## config.mk

```make
export PLATFORM = sky130hd
export DESIGN_NAME = osv_top
export DESIGN_NICKNAME = d
export VERILOG_FILES = /design/src/hw/osv_pkg.sv /design/src/hw/osv_top.sv
export SDC_FILE = /design/constraint.sdc
export NUM_CORES = 2
export LEC_CHECK = 0
export ABC_AREA = 1
export BUFFER_PORTS_ARGS = -buffer_cell sky130_fd_sc_hd__buf_4
export CAP_MARGIN = 25
export CORE_AREA = 2 2 668 670
export CTS_CLUSTER_DIAMETER = 40
export DETAILED_ROUTE_END_ITERATION = 12
export DIE_AREA = 0 0 670 672
export GPL_ROUTABILITY_DRIVEN = 1
export GPL_TIMING_DRIVEN = 0
export HOLD_SLACK_MARGIN = 0.03
export PLACE_DENSITY_LB_ADDON = 0.08
export SLEW_MARGIN = 30
export SYNTH_ARGS = -nofsm -noshare
export SYNTH_HDL_FRONTEND = slang
export SYNTH_SLANG_ARGS = --single-unit
```

## constraint.sdc

```tcl
create_clock -name clk -period 2.3 [get_ports clk]
set_input_delay 0 -clock clk [delete_from_list [all_inputs] [get_ports clk]]
set_output_delay 0 -clock clk [all_outputs]
set_load 0.01 [all_outputs]
```

## src/hw/osv_pkg.sv

```systemverilog
// Package for the output status indicator voter: sizes, thresholds,
// indicator modes, channel states, default mode map and carrier structs.
// Assumes a single 40 MHz clock and 8-bit field measurement codes.
package osv_pkg;

  ////////////////////////////////////////////////////////////////////////
  // Sizes
  localparam int NCH = 40;                // Field output channels
  localparam int NSL = 3;                 // Redundant slices
  localparam int MW  = 8;                 // Measurement code width

  ////////////////////////////////////////////////////////////////////////
  // Fault thresholds in measurement codes
  localparam logic [MW-1:0] OSV_I_SHORT = 8'hc0; // Overcurrent trip
  localparam logic [MW-1:0] OSV_I_OPEN  = 8'h08; // Below: no load
  localparam logic [MW-1:0] OSV_V_SUP   = 8'h40; // Below: no supply

  ////////////////////////////////////////////////////////////////////////
  // Blink timebase
  localparam int OSV_CLK_HZ   = 40_000_000;
  localparam int OSV_BLINK_MS = 250;      // Half period of flashing
  localparam int OSV_BLINK_CYC = OSV_CLK_HZ / 1000 * OSV_BLINK_MS;
  localparam int OSV_BCW      = 24;       // Blink counter width

  ////////////////////////////////////////////////////////////////////////
  // Channel output states and indicator modes
  typedef enum logic [2:0] {
    OSV_ST_OFF, OSV_ST_ON, OSV_ST_OPEN, OSV_ST_SHORT, OSV_ST_FAULT
  } osv_state_t;

  typedef enum logic [2:0] {
    OSV_LED_OFF, OSV_LED_GREEN, OSV_LED_RED, OSV_LED_FGREEN, OSV_LED_FRED
  } osv_led_t;

  localparam int OSV_MAPW = 15;           // Five states, three bits each
  // Default map suits line-monitored loads, indexed by state code
  localparam logic [OSV_MAPW-1:0] OSV_DEF_MAP = {
    3'(OSV_LED_FRED), 3'(OSV_LED_RED), 3'(OSV_LED_FGREEN),
    3'(OSV_LED_GREEN), 3'(OSV_LED_OFF)};

  ////////////////////////////////////////////////////////////////////////
  // Carriers
  typedef struct packed {
    logic [NCH-1:0] cmd;                  // Commanded on per channel
    logic           fault;                // Slice self-diagnosed fault
  } osv_slice_t;

  typedef struct packed {
    logic [MW-1:0] volt;
    logic [MW-1:0] cur;
  } osv_meas_t;

endpackage : osv_pkg

```

## src/hw/osv_top.sv

```systemverilog
// Output status indicator voter: votes the three slice words, classifies
// each channel from its measured voltage and current, maps the state to
// an indicator mode and drives the bicolour and slice health indicators.
// Assumes slice words and measurements arrive asynchronously on pins and
// the mode map and its select come from logic on clk.
`timescale 1ns/1ps

module osv_top
  import osv_pkg::*;
#(
  parameter int BLINK_CYC = OSV_BLINK_CYC
) (
  input  wire logic                  clk,
  input  wire logic                  rstn,
  input  wire osv_slice_t [NSL-1:0]  slice_in,
  input  wire osv_meas_t  [NCH-1:0]  meas_in,
  input  wire logic                  map_custom,
  input  wire logic [OSV_MAPW-1:0]   map_cfg,
  output logic [NCH-1:0]             out_drive,
  output osv_state_t [NCH-1:0]       chan_state,
  output logic [NCH-1:0]             line_fault,
  output osv_meas_t  [NCH-1:0]       meas_out,
  output logic [NCH-1:0]             led_green,
  output logic [NCH-1:0]             led_red,
  output logic [NSL-1:0]             hlth_green,
  output logic [NSL-1:0]             hlth_red,
  output logic [NSL-1:0]             module_status_a
);

  //////////////////////////////////////////////////////////////////////////
  // Functions

  // Bitwise majority of three words
  function automatic logic [NCH-1:0] vote3(input logic [NCH-1:0] a,
                                           input logic [NCH-1:0] b,
                                           input logic [NCH-1:0] c);
    return (a & b) | (a & c) | (b & c);
  endfunction : vote3

  // Mode for one state out of a packed map
  function automatic osv_led_t led_of(input logic [OSV_MAPW-1:0] m,
                                      input osv_state_t s);
    return osv_led_t'(m[3*int'(s) +: 3]);
  endfunction : led_of

  //////////////////////////////////////////////////////////////////////////
  // Input synchronisers

  osv_slice_t [NSL-1:0] slice_s1_reg;
  osv_slice_t [NSL-1:0] slice_s2_reg;
  osv_meas_t  [NCH-1:0] meas_s1_reg;
  osv_meas_t  [NCH-1:0] meas_s2_reg;

  // Two stages; only the second is read by logic
  always_ff @(posedge clk) begin
    if (!rstn) begin
      slice_s1_reg <= '0;
      slice_s2_reg <= '0;
      meas_s1_reg  <= '0;
      meas_s2_reg  <= '0;
    end else begin
      slice_s1_reg <= slice_in;
      slice_s2_reg <= slice_s1_reg;
      meas_s1_reg  <= meas_in;
      meas_s2_reg  <= meas_s1_reg;
    end
  end

  //////////////////////////////////////////////////////////////////////////
  // Vote and map select

  logic [NCH-1:0]      v_cmd;
  logic [OSV_MAPW-1:0] map_act;
  logic [NSL-1:0]      sl_fault;

  // One bad slice is outvoted, so outputs keep running
  assign v_cmd = vote3(slice_s2_reg[0].cmd, slice_s2_reg[1].cmd,
                       slice_s2_reg[2].cmd);
  assign map_act = map_custom ? map_cfg : OSV_DEF_MAP;
  assign sl_fault = {slice_s2_reg[2].fault, slice_s2_reg[1].fault,
                     slice_s2_reg[0].fault};

  //////////////////////////////////////////////////////////////////////////
  // Blink timebase

  logic [OSV_BCW-1:0] blink_cnt_reg;
  logic               blink_reg;
  logic               blink_wrap;

  assign blink_wrap = blink_cnt_reg == OSV_BCW'(BLINK_CYC - 1);

  // Single phase shared by every flashing indicator
  always_ff @(posedge clk) begin
    if (!rstn) begin
      blink_cnt_reg <= '0;
      blink_reg     <= 1'b0;
    end else if (blink_wrap) begin
      blink_cnt_reg <= '0;
      blink_reg     <= ~blink_reg;
    end else begin
      blink_cnt_reg <= blink_cnt_reg + 1'b1;
    end
  end

  //////////////////////////////////////////////////////////////////////////
  // Per-channel classification, wholly local to its own channel

  logic [NCH-1:0]       short_reg;
  logic [NCH-1:0]       short_next;
  logic [NCH-1:0]       drive_next;
  logic [NCH-1:0]       fault_next;
  logic [NCH-1:0]       green_next;
  logic [NCH-1:0]       red_next;
  osv_state_t [NCH-1:0] state_next;

  for (genvar i = 0; i < NCH; i++) begin : g_ch
    logic       over_i;
    logic       low_sup;
    logic       leak;
    logic       no_load;
    osv_state_t st_n;
    osv_led_t   md;

    // Faults judged from this channel's own measurements only
    assign over_i  = v_cmd[i] && meas_s2_reg[i].cur >= OSV_I_SHORT;
    assign low_sup = v_cmd[i] && meas_s2_reg[i].volt < OSV_V_SUP;
    assign leak    = !v_cmd[i] && meas_s2_reg[i].cur > OSV_I_OPEN;
    assign no_load = v_cmd[i] && meas_s2_reg[i].cur < OSV_I_OPEN;
    // Latch holds until the command drops, so a short cannot chatter
    assign short_next[i] = v_cmd[i] & (short_reg[i] | over_i);
    assign st_n = short_next[i]     ? OSV_ST_SHORT :
                  (low_sup || leak) ? OSV_ST_FAULT :
                  no_load           ? OSV_ST_OPEN  :
                  v_cmd[i]          ? OSV_ST_ON    :
                                      OSV_ST_OFF;
    assign state_next[i] = st_n;
    assign drive_next[i] = v_cmd[i] & ~short_next[i];
    assign fault_next[i] = st_n != OSV_ST_OFF && st_n != OSV_ST_ON;
    assign md = led_of(map_act, st_n);
    assign green_next[i] = md == OSV_LED_GREEN ||
                           (md == OSV_LED_FGREEN && blink_reg);
    assign red_next[i]   = md == OSV_LED_RED ||
                           (md == OSV_LED_FRED && blink_reg);
  end

  //////////////////////////////////////////////////////////////////////////
  // Output registers

  // Channel outputs and indicators
  always_ff @(posedge clk) begin
    if (!rstn) begin
      short_reg  <= '0;
      out_drive  <= '0;
      chan_state <= '{default: OSV_ST_OFF};
      line_fault <= '0;
      meas_out   <= '0;
      led_green  <= '0;
      led_red    <= '0;
    end else begin
      short_reg  <= short_next;
      out_drive  <= drive_next;
      chan_state <= state_next;
      line_fault <= fault_next;
      meas_out   <= meas_s2_reg;
      led_green  <= green_next;
      led_red    <= red_next;
    end
  end

  // Health indicators straight from each slice, bypassing the vote
  always_ff @(posedge clk) begin
    if (!rstn) begin
      hlth_green      <= '0;
      hlth_red        <= '0;
      module_status_a <= '0;
    end else begin
      hlth_green      <= ~sl_fault;
      hlth_red        <= sl_fault & {NSL{blink_reg}};
      module_status_a <= sl_fault;
    end
  end
endmodule : osv_top

```

==> key figures <==
Critical path
  – Setup crit end kind: flip-flop
  – CP arrival: 3.13 ns
  – Worst Setup Path Type: reg2reg
  – CP required: 3.21 ns
  – Max Fanout on Critical Path: 7
  – Critical path launch point type: flip-flop

GRT
  – Total grt overflow: 0
  – Vias in the first global route: 77900
  – Global-route wire length before repair: 658 mm
  – Largest net degree at the start of global routing: 19
  – Total GRT Usage: 0.214
  – Initial antenna violation count: 128

Place
  – Placed instance count: 18400
  – Detail Placement HPWL: 394 mm
  – Routability Congestion: 0.821
  – Post-DP Area: 106000 sq um
  – Port bufs: 1708

CTS
  – Clk sink count: 2520
  – Clock Latency Late Sink: 1.00 ns
  – CTS tree: done
  – H-tree level count: 5
  – CTS buffer count: 477
  – Clk root buf: clkbuf_16
  – CTS max path bufs: 4
  – Worst-path clk slew: 0.06 ns

Synthesis
  – Top FF cell, synth: dfxtp_1
  – Register bit total from synthesis: 2520
  – Most frequent cell after synthesis: nand2_1
  – Synth Cell Area: 83700 sq um
  – Share of the synthesized area in the top cell type: 0.603
  – Synth unique cells: 46
  – Net count after synthesis: 11500
  – Sequential-to-total area share from yosys stat: 0.603
  – Synth top area cells: dfxtp_1, nand2_1, inv_1
  – EDFF count, synth: 0
  – Avg Cell Area, Syn: 7.82 sq um
  – Syn. warnings: 0
  – Synth area leader: dfxtp_1
  – FFs w/ async S/R, synth: 0
  – Cells after Synth: 10700
  – Synth top cells by count: nand2_1, inv_1, dfxtp_1, nand3_1, nor2_1

Cells and area
  – Nets: 15300
  – Area occupied by multi-input gates: 22000 sq um
  – Finished Cell Area: 139000 sq um
  – Register area: 50400 sq um
  – Filler Cell Count: 48000
  – Share of layout cells above drive strength 1: 0.208
  – Fin cells: 20900
  – Area Overhead vs Synth: 66.1%
  – Final Core Density: 0.313

Timing
  – Fmax: 0.451 GHz
  – Relative slew slack: 0.297
  – Tcrit/Tclk final: 0.965
  – Fin. max-slew vios: 0
  – RSZ-0062 raised after global routing: no
  – Min Tclk post-route: 2.22 ns
  – Worst hold slack: 0.0839 ns
  – Final Skew: 0.0672 ns
  – Final Hold Fails: 0
  – Final setup fails: 0
  – Tightest Pin Transition: 1.05 ns
  – Setup TNS: 0 ns

Detailed routing
  – Antenna Violating Nets Remaining: 0
  – Drt initial violations: 4389
  – Initial DRT Pass Iterations: 6
  – Residual DRC: 0
  – Wire per inst: 23.8 microns
  – Final WL: 496 mm
  – Drt via density: 3.75
  – Via count: 78400

Power
  – Sw Share: 0.249
  – Part of the power in combinational logic: 0.089
  – IR drop worst, VDD: 0.000688 V
  – Pleak: 0.0775 uW
  – P_int: 100000 uW
  – Pwr Density: 962 nW/um^2
  – P_sw: 33300 uW
  – Sequential share of power: 0.346
  – Clock group share of total power: 0.565

Status
  – Status: complete, no violations

Die
  – Top-Level Pins: 1710
  – Starting density of the core: 0.189
  – Die outline width: 670 microns
  – Total die area: 450000 sq um
  – Core box area: 444000 sq um
  – Die Y: 672 microns
  – FP Rows: 245

Worst hold path
  – Hold crit path type: in2reg

Run
  – Max Cap Viol: 0
-- per-layer routing --
layer / vias up / track usage / routed length, microns
met4: 26 / 0.0667 / 16900
met2: 2419 / 0.388 / 250000
li1: 38800 / - / -
met3: 705 / 0.0519 / 31900
met5: - / 0 / 346
met1: 36500 / 0.245 / 197000
-- kinds of logic (layout without fill, tap and decap cells) --
family / after synthesis / after routing / synth area share
and+or+nand+nor: 4911 / 4911 / 0.241
adders and majority gates: 1 / 1 / 0.000149
other: 0 / 69 / 0
buffers and inverters: 2984 / 7183 / 0.137
AOI/OAI and AO/OA: 280 / 280 / 0.0186
DFF: 2520 / 2520 / 0.603
xor gates and xnor gates: 7 / 7 / 0.000732
-- layout by cell type, fill, tap and decap left out, drive strengths merged --
cell | Yosys | routed
nand3 | 710 | 710
a21oi | 135 | 135
inv | 2599 | 2641
buf | 194 | 1968
and2 | 5 | 5
o21a | 1 | 1
o211ai | 1 | 1
xnor2 | 2 | 2
clkinvlp | 0 | 50
a21boi | 1 | 1
nand3b | 37 | 37
nand4 | 64 | 64
o31ai | 1 | 1
xor2 | 5 | 5
clkinv | 2 | 121
clkbuf | 188 | 781
nand2 | 3377 | 3377
nor3 | 25 | 25
o22ai | 4 | 4
nor4 | 42 | 42
dlygate4sd3 | 0 | 1538
and3 | 1 | 1
a21o | 1 | 1
nor3b | 5 | 5
dfxtp | 2520 | 2520
o21ai | 136 | 136
diode | 0 | 69
or2 | 10 | 10
ha | 1 | 1
nor2 | 635 | 635
bufinv | 1 | 84
-- final cells by class --
type	count	share of cell area
Sequential cell	2520	0.363
Tap cell	5928	0.0533
Inverter	2602	0.0703
Buffer	382	0.0136
Multi-Input combinational cell	5199	0.158
Clock buffer	593	0.0946
Antenna cell	69	0.00124
Timing Repair Buffer	3312	0.215
Clock inverter	294	0.0312
-- through the flow --
step           worst slack, ns  power (uW)
3_5_place_dp            -0.860       57000
6_report                0.0814      134000
3_3_place_gp             -2.38       56700
5_1_grt                0.00145      139000
4_1_cts                0.00872      136000
2_1_floorplan            0.708       50700
-- worst max-delay path: stages (launching register included) --
cell and delay (ns):
dfxtp_1 0.34, nand2_1 0.07, inv_1 0.06, o21ai_1 0.25, inv_1 0.22, nor2_2 0.49, nand3_1 0.15, nand3_1 0.17
nand2_1 0.07, nand2_1 0.07, nand2_1 0.05, nor2_1 0.20
-- what timing repair did --
action,in CTS,in global routing
gates resized for setup,13,59
gates cloned,0,0
hold buffers,1539,0
buffers inserted,0,0
endpoints found under the setup margin,16,45
hold endpoints to repair,849,0
-- worst paths after layout --
check                   startpoint  depth (start not counted)  slack, ns             to
setup / recovery  meas_s2_reg[534]                         11       0.08    led_red[33]
hold reg to reg   meas_s2_reg[410]                          2       0.39  meas_out[410]
setup reg to reg  meas_s2_reg[534]                         11       0.08    led_red[33]
hold / removal          map_cfg[4]                          8       0.08  led_green[19]
-- power groups by stage --
stage / Sequential (uW) / Clock (uW) / Combinational (uW)
after floorplan: 47200 / 0 / 3530
after global placement: 47100 / 0 / 9620
after detailed placement: 47100 / 0 / 9890
after CTS: 46200 / 77500 / 12200
after global routing: 46400 / 79400 / 12900
final: 46200 / 75600 / 11900
(Power assumes the default switching activity.)
